**config.mk**
```make
export PLATFORM = sky130hd
export DESIGN_NAME = pmr_bank
export DESIGN_NICKNAME = d
export VERILOG_FILES = /design/src/hw/pmr_pkg.sv /design/src/hw/pmr_bank.sv
export SDC_FILE = /design/constraint.sdc
export NUM_CORES = 1
export LEC_CHECK = 0
export ABC_AREA = 1
export BUFFER_PORTS_ARGS = -buffer_cell sky130_fd_sc_hd__buf_2
export CAP_MARGIN = 20
export CORE_MARGIN = 4
export CORE_UTILIZATION = 57
export DETAILED_ROUTE_END_ITERATION = 10
export HOLD_SLACK_MARGIN = 0.08
export PLACE_DENSITY = 0.85
export SLEW_MARGIN = 20
export SYNTH_ARGS = -nofsm -noshare
export SYNTH_HDL_FRONTEND = slang
export SYNTH_SLANG_ARGS = --single-unit
export TNS_END_PERCENT = 5
```
**constraint.sdc**
```tcl
create_clock -name CLK -period 2.35 [get_ports CLK]
set_input_delay 0.235 -clock CLK [delete_from_list [all_inputs] [get_ports CLK]]
set_output_delay 0.235 -clock CLK [all_outputs]
set_load 0.05 [all_outputs]
```
**src/hw/pmr_pkg.sv**
```systemverilog
// Purpose: shared constants and types of the management register bank
// Assumes: 16-bit registers addressed by a 5-bit register address
// Notes:   per-register bit-type masks and defaults live here
package pmr_pkg;

  localparam int unsigned DATA_W = 16;
  localparam int unsigned ADDR_W = 5;

  // register addresses
  localparam logic [4:0] ADDR_BASIC_CONTROL      = 5'h00;
  localparam logic [4:0] ADDR_BASIC_STATUS       = 5'h01;
  localparam logic [4:0] ADDR_IDENTIFIER_ONE     = 5'h02;
  localparam logic [4:0] ADDR_IDENTIFIER_TWO     = 5'h03;
  localparam logic [4:0] ADDR_NEG_ADVERTISEMENT  = 5'h04;
  localparam logic [4:0] ADDR_PARTNER_ABILITY    = 5'h05;
  localparam logic [4:0] ADDR_NEG_EXPANSION      = 5'h06;
  localparam logic [4:0] ADDR_NEXT_PAGE_TRANSMIT = 5'h07;
  localparam logic [4:0] ADDR_PARTNER_NEXT_PAGE  = 5'h08;
  localparam logic [4:0] ADDR_STD_LAST           = 5'h08;
  localparam logic [4:0] ADDR_EXTENDED_CONTROL   = 5'h10;
  localparam logic [4:0] ADDR_DETAILED_STATUS    = 5'h11;
  localparam logic [4:0] ADDR_TEN_MBPS_OPS       = 5'h12;
  localparam logic [4:0] ADDR_EXT_CONTROL_SECOND = 5'h13;
  localparam logic [4:0] ADDR_VENDOR_FIRST       = 5'h10;
  localparam logic [4:0] ADDR_VENDOR_LAST        = 5'h13;

  // implemented registers are kept at a dense index 0..12
  localparam int unsigned NUM_REGS = 13;
  localparam int unsigned VENDOR_BASE_IDX = 9;

  localparam logic [15:0] UNMAPPED_READ = 16'hFFFF;

  // field positions
  localparam int unsigned OVERRIDE_ARM_BIT = 15;   // extended control
  localparam int unsigned STRAP_ADDR_LSB   = 6;    // extended control
  localparam int unsigned STRAP_ADDR_W     = 5;
  localparam int unsigned ISOLATE_BIT      = 10;   // basic control
  localparam int unsigned EXT_CTRL_IDX     = 9;

  // per-register bit types: one mask per type, index order as above
  typedef logic [15:0] pmr_word_t;
  typedef pmr_word_t [NUM_REGS-1:0] pmr_table_t;

  // read/write bits; the arm bit 16.15 is one of them, the bank
  // clears it again on the next mapped write, unless that write sets it anew
  localparam pmr_table_t RW_MASK = '{
    16'h0000, 16'h0000, 16'h0000, 16'h87FF,
    16'h07FF, 16'h0000, 16'h0000, 16'h0000,
    16'hFFFF, 16'h0000, 16'h0000, 16'h0000, 16'hFF80};
  // override-gated bits
  localparam pmr_table_t OGW_MASK = '{
    16'h0000, 16'h0000, 16'h0000, 16'h0000,
    16'h0000, 16'h0000, 16'h0000, 16'h0000,
    16'h0000, 16'h0000, 16'h0000, 16'h0040, 16'h0000};
  // write-zero-only bits
  localparam pmr_table_t WZO_MASK = '{
    16'h0000, 16'h0000, 16'h0000, 16'h0000,
    16'h0000, 16'h0000, 16'h0000, 16'h0000,
    16'h0000, 16'h0000, 16'h0000, 16'h0000, 16'h0000};
  // bits with a defined default
  localparam pmr_table_t DEF_MASK = '{
    16'hFFFF, 16'hFFFF, 16'hFFFF, 16'hFFFF,
    16'hFFFF, 16'hFFFF, 16'hFFFF, 16'hFFFF,
    16'hFFFF, 16'hFFFF, 16'hFFFF, 16'hFFFF, 16'hFFFF};
  // default values; strap fields and isolate are filled one edge after reset release
  localparam pmr_table_t DEF_VALUE = '{
    16'h0000, 16'h0000, 16'h0000, 16'h0000,
    16'h0000, 16'h2001, 16'h0000, 16'h0000,
    16'h0000, 16'h0000, 16'h0000, 16'h7809, 16'h3000};

  typedef struct packed {
    logic        rd;
    logic        wr;
    logic [4:0]  addr;
    logic [15:0] wdata;
  } pmr_req_t;

  typedef struct packed {
    logic [15:0] rdata;
    logic        hit;
  } pmr_rsp_t;

  typedef struct packed {
    pmr_table_t  regs;
    logic [15:0] rdata;
    logic        hit;
    logic        loaded;
  } pmr_state_t;

endpackage

```
**src/hw/pmr_bank.sv**
```systemverilog
// Operation
// [RQ1] standard registers at addresses 0 to 8
// [RQ2] vendor registers at 16 to 19
// [RQ3] read-only bits ignore writes
// [RQ4] override-gated bits blocked while arm bit clear
// [RQ5] armed: next write updates gated, clears arm
// [RQ6] read/write bits take any value
// [RQ7] write-zero-only bits accept only zero
// [RQ8] reset loads every defined default
// [RQ9] bits without default need no value
// [RQ10] strap pins sampled at reset as defaults
// [RQ11] controller never alters reserved test bits
// [RQ12] registers are sixteen bits wide
// [RQ13] unmapped read returns all ones
// [RQ14] unmapped write modifies nothing
// [RQ15] five-bit address selects one of 32
// [RQ16] each bit obeys its own write rule
// [RQ17] writing one to write-zero bit keeps it
//
// Purpose: management register bank behind the serial frame engine
// Assumes: frame engine gives one-cycle read/write strobes on CLK
// Notes:   read data is registered, valid the cycle after the strobe;
//          strap pins are sampled on the first edge after reset release
`timescale 1ns/1ps
module pmr_bank (
  // clock and reset
  input  wire logic                   CLK,
  input  wire logic                   RST_B,
  // strap pins shared with indicator outputs
  input  wire logic                   STRAP_ADDR0_INDICATOR,
  input  wire logic                   STRAP_ADDR1_INDICATOR,
  input  wire logic                   STRAP_ADDR2_INDICATOR,
  input  wire logic                   STRAP_ADDR3_INDICATOR,
  input  wire logic                   STRAP_ADDR4_INDICATOR,
  // access from the management frame engine
  input  wire pmr_pkg::pmr_req_t      REQ,
  output pmr_pkg::pmr_rsp_t           RSP,
  // register contents to the rest of the device
  output pmr_pkg::pmr_table_t         REGS,
  output logic [4:0]                  DEVICE_ADDR,
  output logic                        STRAPS_LOADED
);

  ////////////////////////////////////////////////////////////////////////
  // state

  pmr_pkg::pmr_state_t state_reg;
  pmr_pkg::pmr_state_t state_next;

  logic [4:0]  strap_pins;
  logic        map_hit;
  logic [3:0]  map_idx;
  logic        arm_set;
  logic [15:0] strap_def;

  assign strap_pins = {STRAP_ADDR4_INDICATOR, STRAP_ADDR3_INDICATOR,
                       STRAP_ADDR2_INDICATOR, STRAP_ADDR1_INDICATOR,
                       STRAP_ADDR0_INDICATOR};

  ////////////////////////////////////////////////////////////////////////
  // address decode: full 5-bit field, dense index for implemented words

  always_comb begin
    map_hit = 1'b0;
    map_idx = 4'h0;
    if (REQ.addr <= pmr_pkg::ADDR_STD_LAST) begin            // [RQ1] [RQ15]
      map_hit = 1'b1;
      map_idx = REQ.addr[3:0];
    end else if (REQ.addr >= pmr_pkg::ADDR_VENDOR_FIRST &&
                 REQ.addr <= pmr_pkg::ADDR_VENDOR_LAST) begin // [RQ2]
      map_hit = 1'b1;
      map_idx = 4'(pmr_pkg::VENDOR_BASE_IDX) + {2'b00, REQ.addr[1:0]};
    end
  end

  assign arm_set =
    state_reg.regs[pmr_pkg::EXT_CTRL_IDX][pmr_pkg::OVERRIDE_ARM_BIT];

  ////////////////////////////////////////////////////////////////////////
  // next state

  always_comb begin
    pmr_pkg::pmr_word_t cur;
    pmr_pkg::pmr_word_t wd;
    pmr_pkg::pmr_word_t keep;
    pmr_pkg::pmr_word_t take;
    cur  = 16'h0000;
    wd   = REQ.wdata;
    keep = 16'h0000;
    take = 16'h0000;
    strap_def = 16'h0000;
    state_next = state_reg;

    // straps land one edge after release; reset itself only loads
    // constants, so pin levels never reach an asynchronous load
    if (!state_reg.loaded) begin
      strap_def = {5'b0_0000, strap_pins, 6'b00_0000};
      state_next.regs[pmr_pkg::EXT_CTRL_IDX] =
        (pmr_pkg::DEF_VALUE[pmr_pkg::EXT_CTRL_IDX] & ~16'h07C0) |
        strap_def;                                           // [RQ10]
      // isolate follows the strapped address: set when address is zero
      state_next.regs[0][pmr_pkg::ISOLATE_BIT] =
        (strap_pins == 5'b0_0000);                           // [RQ10]
      state_next.loaded = 1'b1;
    end else if (REQ.wr && map_hit) begin                    // [RQ14]
      cur = state_reg.regs[map_idx];
      // every bit class is merged independently in one pass
      take = pmr_pkg::RW_MASK[map_idx];                      // [RQ6] [RQ16]
      if (arm_set) begin
        take = take | pmr_pkg::OGW_MASK[map_idx];            // [RQ5]
      end                                                    // [RQ4]
      // write-zero-only: a zero clears, a one leaves the bit as it was
      keep = pmr_pkg::WZO_MASK[map_idx] & wd;                // [RQ7] [RQ17]
      state_next.regs[map_idx] =
        (cur & ~take & ~pmr_pkg::WZO_MASK[map_idx]) |        // [RQ3]
        (wd & take) |
        (cur & keep);                                        // [RQ16]
    end

    // only a write that reaches a register disarms: a discarded
    // one must leave the arm bit as it was
    if (state_reg.loaded && REQ.wr && map_hit && arm_set) begin // [RQ14]
      if (map_idx != 4'(pmr_pkg::EXT_CTRL_IDX)) begin          // [RQ5]
        state_next.regs[pmr_pkg::EXT_CTRL_IDX]
          [pmr_pkg::OVERRIDE_ARM_BIT] = 1'b0;
      end else if (wd[pmr_pkg::OVERRIDE_ARM_BIT] == 1'b1) begin
        // rewriting the arm bit as one re-arms for the following write
        state_next.regs[pmr_pkg::EXT_CTRL_IDX]
          [pmr_pkg::OVERRIDE_ARM_BIT] = 1'b1;
      end else begin
        state_next.regs[pmr_pkg::EXT_CTRL_IDX]
          [pmr_pkg::OVERRIDE_ARM_BIT] = 1'b0;
      end
    end

    // reads: registered, unmapped answers all ones
    // nothing is answered in the cycle that loads the straps
    state_next.hit = REQ.rd && map_hit && state_reg.loaded;
    if (state_reg.loaded && REQ.rd && map_hit) begin
      state_next.rdata = state_reg.regs[map_idx];            // [RQ12]
    end else if (state_reg.loaded && REQ.rd) begin
      state_next.rdata = pmr_pkg::UNMAPPED_READ;             // [RQ13]
    end
  end

  ////////////////////////////////////////////////////////////////////////
  // registers: defaults are constants, reserved test bits keep theirs
  // since no write mask covers them

  always_ff @(posedge CLK or negedge RST_B) begin
    if (!RST_B) begin
      state_reg.regs   <= pmr_pkg::DEF_VALUE;                // [RQ8] [RQ9]
      state_reg.rdata  <= 16'h0000;
      state_reg.hit    <= 1'b0;
      state_reg.loaded <= 1'b0;
    end else begin
      state_reg <= state_next;
    end
  end

  ////////////////////////////////////////////////////////////////////////
  // outputs

  assign RSP.rdata     = state_reg.rdata;
  assign RSP.hit       = state_reg.hit;
  assign REGS          = state_reg.regs;
  assign DEVICE_ADDR   = state_reg.regs[pmr_pkg::EXT_CTRL_IDX]
                           [pmr_pkg::STRAP_ADDR_LSB +: 5];
  assign STRAPS_LOADED = state_reg.loaded;

endmodule

```
Word level (Yosys, flattened, before mapping) --
Memory sizes are Yosys's and may differ from the RTL's. Index checks and enable logic that the tools add are counted.
Word-level totals: word-level logic and storage cells 76, output and inout bits 231, memories kept 3, flip-flop bits (word level) 226, memory bits (read-only) 768
Cells by class: reduce and logical (&&, ||, !) cells 13, order comparisons 5, bitwise gates (word level) 10, muxes and demuxes 23, $add $sub $neg 1, equality and inequality tests 3
Memories:
- (no name shown) | words 16, width 16, read ports 1, clocked after memory_dff 0, wr ports 0, line pmr_bank.sv:115 | (cur & ~take & ~pmr_pkg::WZO_MASK[map_idx]) |
- (no name shown) | words 16, width 16, read ports 1, clocked after memory_dff 0, wr ports 0, line pmr_bank.sv:110 | take = take | pmr_pkg::OGW_MASK[map_idx];
- (no name shown) | words 16, width 16, read ports 1, clocked after memory_dff 0, wr ports 0, line pmr_bank.sv:108 | take = pmr_pkg::RW_MASK[map_idx];
Operators by type and width (number):
- $bwmux W208 | 1
- $mux W16 | 11
- $mux W160 | 1
- $and A16 B16 Y16 | 5
- $bmux W16 S4 | 1
- $demux W16 S4 | 1
- $or A16 B16 Y16 | 3
- $not A16 Y16 | 2
- $logic_and A1 B1 Y1 | 10
- $mux W4 | 2
- $mux W1 | 6
- $ge A5 B5 Y1 const B | 1
- $le A5 B4 Y1 const B | 1
- $le A5 B5 Y1 const B | 1
- $logic_not A5 Y1 | 1
- $lt A4 B5 Y1 const B | 1
- $add A4 B2 Y4 const A | 1
- $ge A4 B1 Y1 const B | 1
- $ne A4 B4 Y1 const B | 1
- $ne A3 B1 Y1 const B | 1
- $ne A2 B1 Y1 const B | 1
- $reduce_and A2 Y1 | 1
- $reduce_bool A2 Y1 | 1

Longest topological paths before layout --
depth after elaboration 19, mapped depth 18, gate-level depth less buffers 16

Worst setup path after synthesis --
OpenSTA, ideal clock, no wires.
path type register -> register, start point register state_reg (netlist bit STRAPS_LOADED), end point register state_reg (netlist bit REGS[129]), setup slack 0.426 ns, required time 2.232 ns, arrival 1.806 ns, setup time 0.118 ns, cell stages (with the launch flop) 10, path buffers 2, cell sequence dfrtp_1 > clkbuf_1 > inv_1 > nor2_2 > nand2_1 > nor2_1 > inv_1 > clkbuf_1 > nand2_1 > nand2_1
On the way: word-level cells in the longest chain between the ends 1
RTL lines:
- from (decl) | line pmr_bank.sv:47 | pmr_pkg::pmr_state_t state_reg;
- from (signal assigned) | line pmr_bank.sv:157 | state_reg <= state_next;
- $reduce_and A2 Y1 (no source line)
No other way between the ends. A chain may end at the register's enable or synchronous reset.

Final worst setup path --
start point input port REQ[17] (netlist bit), end point register state_reg (netlist bit REGS[66])
On the way: word-level cells in the longest chain between the ends 16
RTL lines:
- from (decl) | line pmr_bank.sv:36 | input wire pmr_pkg::pmr_req_t REQ,
- $ge A5 B5 Y1 or $le A5 B5 Y1 (tied branches) | line pmr_bank.sv:69, pmr_bank.sv:70
- $logic_and A1 B1 Y1 | line pmr_bank.sv:69 | end else if (REQ.addr >= pmr_pkg::ADDR_VENDOR_FIRST &&
- $mux W4 | line pmr_bank.sv:69
- $mux W4 | line pmr_bank.sv:66 | if (REQ.addr <= pmr_pkg::ADDR_STD_LAST) begin
- $mem_v2 Z16 W16, on equally long branches
- $mux W16, on equally long branches | line pmr_bank.sv:108, pmr_bank.sv:110
- $or A16 B16 Y16 | line pmr_bank.sv:110
- $mux W16 | line pmr_bank.sv:109 | if (arm_set) begin
- $mux W16 | line pmr_bank.sv:105 | end else if (REQ.wr && map_hit) begin
- $mux W16 | line pmr_bank.sv:96 | if (!state_reg.loaded) begin
- $not A16 Y16 | line pmr_bank.sv:115
- $and A16 B16 Y16 (2 in series) | line pmr_bank.sv:115
- $or A16 B16 Y16 | line pmr_bank.sv:115
- $or A16 B16 Y16 | line pmr_bank.sv:116 | (wd & take) |
- $bwmux W208 | line pmr_bank.sv:114 | state_next.regs[map_idx] =
Parallel ways exist; a longest one is shown, timed or not. The select of a mux whose other input is x is not followed.

==> summary.txt <==
Mapped Area - 0.0102 mm2
cts bufs inserted - 24
slew margin rel. - 49.8%
# DRC - 0
setup bufs post-CTS - 0
final hold violations - 0
Crit Path Class - in2reg
drt via density - 5.24
Clock Skew - 12.7 ps
First-pass DRT Iterations - 5
crit path cell chain - buf_2 > inv_1 > ha_1 > nand2_1 > nand3_4 > nand2_4 > clkinv_2 > buf_12 > nand2_1 > nand2_1 > nand2_1 > nand2_1 > a21oi_1 > nand3_1 > nand3_1 > nand2_1
fmax - 529 MHz
clock period minus worst slack - 1890 ps
dominant cell type by area after synthesis - dfrtp_1
unrepaired setup endpoints after global routing - false
Worst Setup Start Kind - input port
mean post-synth cell area - 7.81 um2
worst path bufs/invs - 4
post-synthesis simple-gate area fraction - 30.5%
Post-synth top cells - 600 x nand2_1, 216 x dfrtp_1, 167 x clkbuf_1
top_reg_cell synth - dfrtp_1
initial antenna violation count - 3
root buffer cell - clkbuf_16
post-synthesis compound-gate area fraction - 2.35%
total gr overflow - 0
Hold Path Class - in2reg
crit share post-route - 80.5%
largest net degree at the start of global routing - 72
antenna viol nets, final - 0
most frequent CP cell - nand2_1
Clock Power Share - 39.0%
Internal - 6.77 mW
sw power - 3.00 mW
Post-Syn Nets - 1,335
CP endpoint kind - register
setup TNS - 0 ps
final hold slack - 94.7 ps
CORE AREA - 0.0174 mm2
cell depth of the worst hold path - 4
Total Power - 9.76 mW
Flop pwr share - 43.4%
CTS tree - done
Peak VDD IR - 652 uV
crit-path max cell delay - 250 ps
combinational family with the most area after synthesis - simple AND/OR/NAND/NOR gates
top post-synthesis cells by area - dfrtp_1 53%, nand2_1 22%, clkbuf_1 6.2%
num ports - 261
cell depth of the worst flop-to-flop path - 7
maxcap violations - 0
number of core rows - 48
Cells after Synth - 1,303
initial core utilization - 58.4%
Crit-path slowest cell - a21oi_1
Max Buffers Root-to-Sink - 3
hpwl dp - 21,600 um
Pwr Density - 805 mW/mm2
WL/cell - 18.2 um
first-pass GRT wire length - 47,100 um
Final Routed Wirelength - 30,300 um
Distinct cells, synth - 33
Cell Area, Placed - 0.0112 mm2
reg2reg setup slack - 520 ps
EDFF count, synth - 0
Yosys warning count - 0
XOR/XNOR Fraction of Synth Area - 0%
CTS Sinks - 226
reg2reg start - STRAPS_LOADED
Comb pwr share - 17.6%
asr flop ratio synth - 100%
design area - 0.0121 mm2
All-Layer GR Usage - 29.9%
status - finished, final reports clean
crit-path max FO - 54
layout cells sized above 1 - 25.7%
Synth top area share - 53.1%
Die H - 142 um
WP data arrival - 2290 ps
fin util - 69.6%
post-synthesis mux area share - 0%
worst r2r dst - REGS[138]
measured slew at the worst slew-check pin - 752 ps
leakage - 7.27 nW
Final Setup Violations - 0
die area - 0.0201 mm2
Hold Path End - REGS[155]
most frequent cell after synthesis - nand2_1
clock transition at the registers of the reported paths - 60 ps
sequential area share after synthesis - 55.7%
Max H-tree Level - 1
clock latency on the worst-skew pair - 510 ps
synth-to-layout area growth - 19.1%
switching share of total power - 30.7%
IO Port Bufs - 260
vias in the first global route - 8,439
Placer Congestion - 0.901
fin nets - 1,457
CP top delay family - simple AND/OR/NAND/NOR gates
Pins Over Slew Limit - 0
Vias - 8,742
post-synthesis register bit count - 226
Worst EP required - 2750 ps
HP Start - REQ[11]
Die W - 142 um
Iter 0 DRT Violations - 850
Post-Synth Adder-Cell Area - 0.246%
kinds of logic (layout without fill, tap and decap cells):
family          count (synthesis)  count (layout)
simple gates                  764             764
compound gates                 39              39
flops                         226             226
fa+ha+maj                       2               2
buf+inv                       271             409
other cells                     1               4
layout make-up:
class	count	area (um2)
Sequential cell	226	5670
Fill cell	1357	5300
Multi-Input combinational cell	806	3380
Timing Repair Buffer	300	1750
Clock buffer	37	711
Tap cell	225	282
Inverter	67	253
Clock inverter	5	78.8
Antenna cell	3	7.51
registers in the layout, summed over array words and instances, names as in the netlist:
name / count
DEVICE_ADDR: 5
RSP: 17
REGS: 203
STRAPS_LOADED: 1
placed cells by master (no fill, tap or decap), drive strengths merged:
master / netlist / routed
buf: 37 / 291
conb: 1 / 1
or2: 14 / 14
bufinv: 0 / 2
nand2: 607 / 607
diode: 0 / 3
and2: 1 / 1
nand3: 85 / 85
dfstp: 10 / 10
dlygate4sd3: 0 / 9
ha: 2 / 2
clkinv: 1 / 4
nor4: 1 / 1
o211ai: 1 / 1
o21ai: 4 / 4
clkbuf: 167 / 37
a21oi: 22 / 22
nor2: 55 / 55
dfrtp: 216 / 216
inv: 66 / 66
nand4: 1 / 1
a31oi: 12 / 12
worst max-delay path by stage:
stage,from,end,slack [ps],cells after the start
3_5_place_dp,REQ[17],REGS[66],90,16
3_3_place_gp,REQ[16],REGS[156],190,17
2_1_floorplan,STRAPS_LOADED,REGS[129],430,9
5_1_grt,STRAPS_LOADED,REGS[136],360,7
4_1_cts,STRAPS_LOADED,REGS[138],530,7
6_report,REQ[17],REGS[66],460,16
power groups by stage:
stage	clock [mW]	sequential (mW)	combinational [mW]
after floorplan	0	4.79	0.629
after global placement	0	4.30	1.67
after detailed placement	0	4.30	1.69
after CTS	3.83	4.23	1.71
after global routing	3.99	4.25	1.84
final	3.81	4.24	1.72
worst min-delay path, delay by kind of cell:
family / cells / cell delay (ps)
buffers and inverters: 1 / 70
AND/OR/NAND/NOR: 3 / 260
per-layer routing:
| metal | GRT usage, % | vias up | share of wire, % | wire length (um) |
|---|---|---|---|---|
| met5 | 0 | - | 0.063 | 19 |
| met4 | 11.1 | 2 | 4.2 | 1280 |
| met3 | 6.77 | 89 | 9.4 | 2860 |
| met2 | 47.4 | 502 | 47 | 14200 |
| met1 | 40.8 | 4029 | 39 | 12000 |
| li1 | - | 4120 | - | - |
through the flow:
stage          cells  worst slack, ps
6_report        1669              459
5_1_grt         1668              357
4_1_cts         1666              528
3_5_place_dp    1615             86.6
3_3_place_gp    1615              190
2_1_floorplan   1303              426
what timing repair did:
| item | in CTS | in global routing |
|---|---|---|
| hold buffers | 9 | 0 |
| resized for setup | 0 | 0 |
| endpoints found under the hold margin | 78 | 0 |
Power figures use the tool's default switching activity.
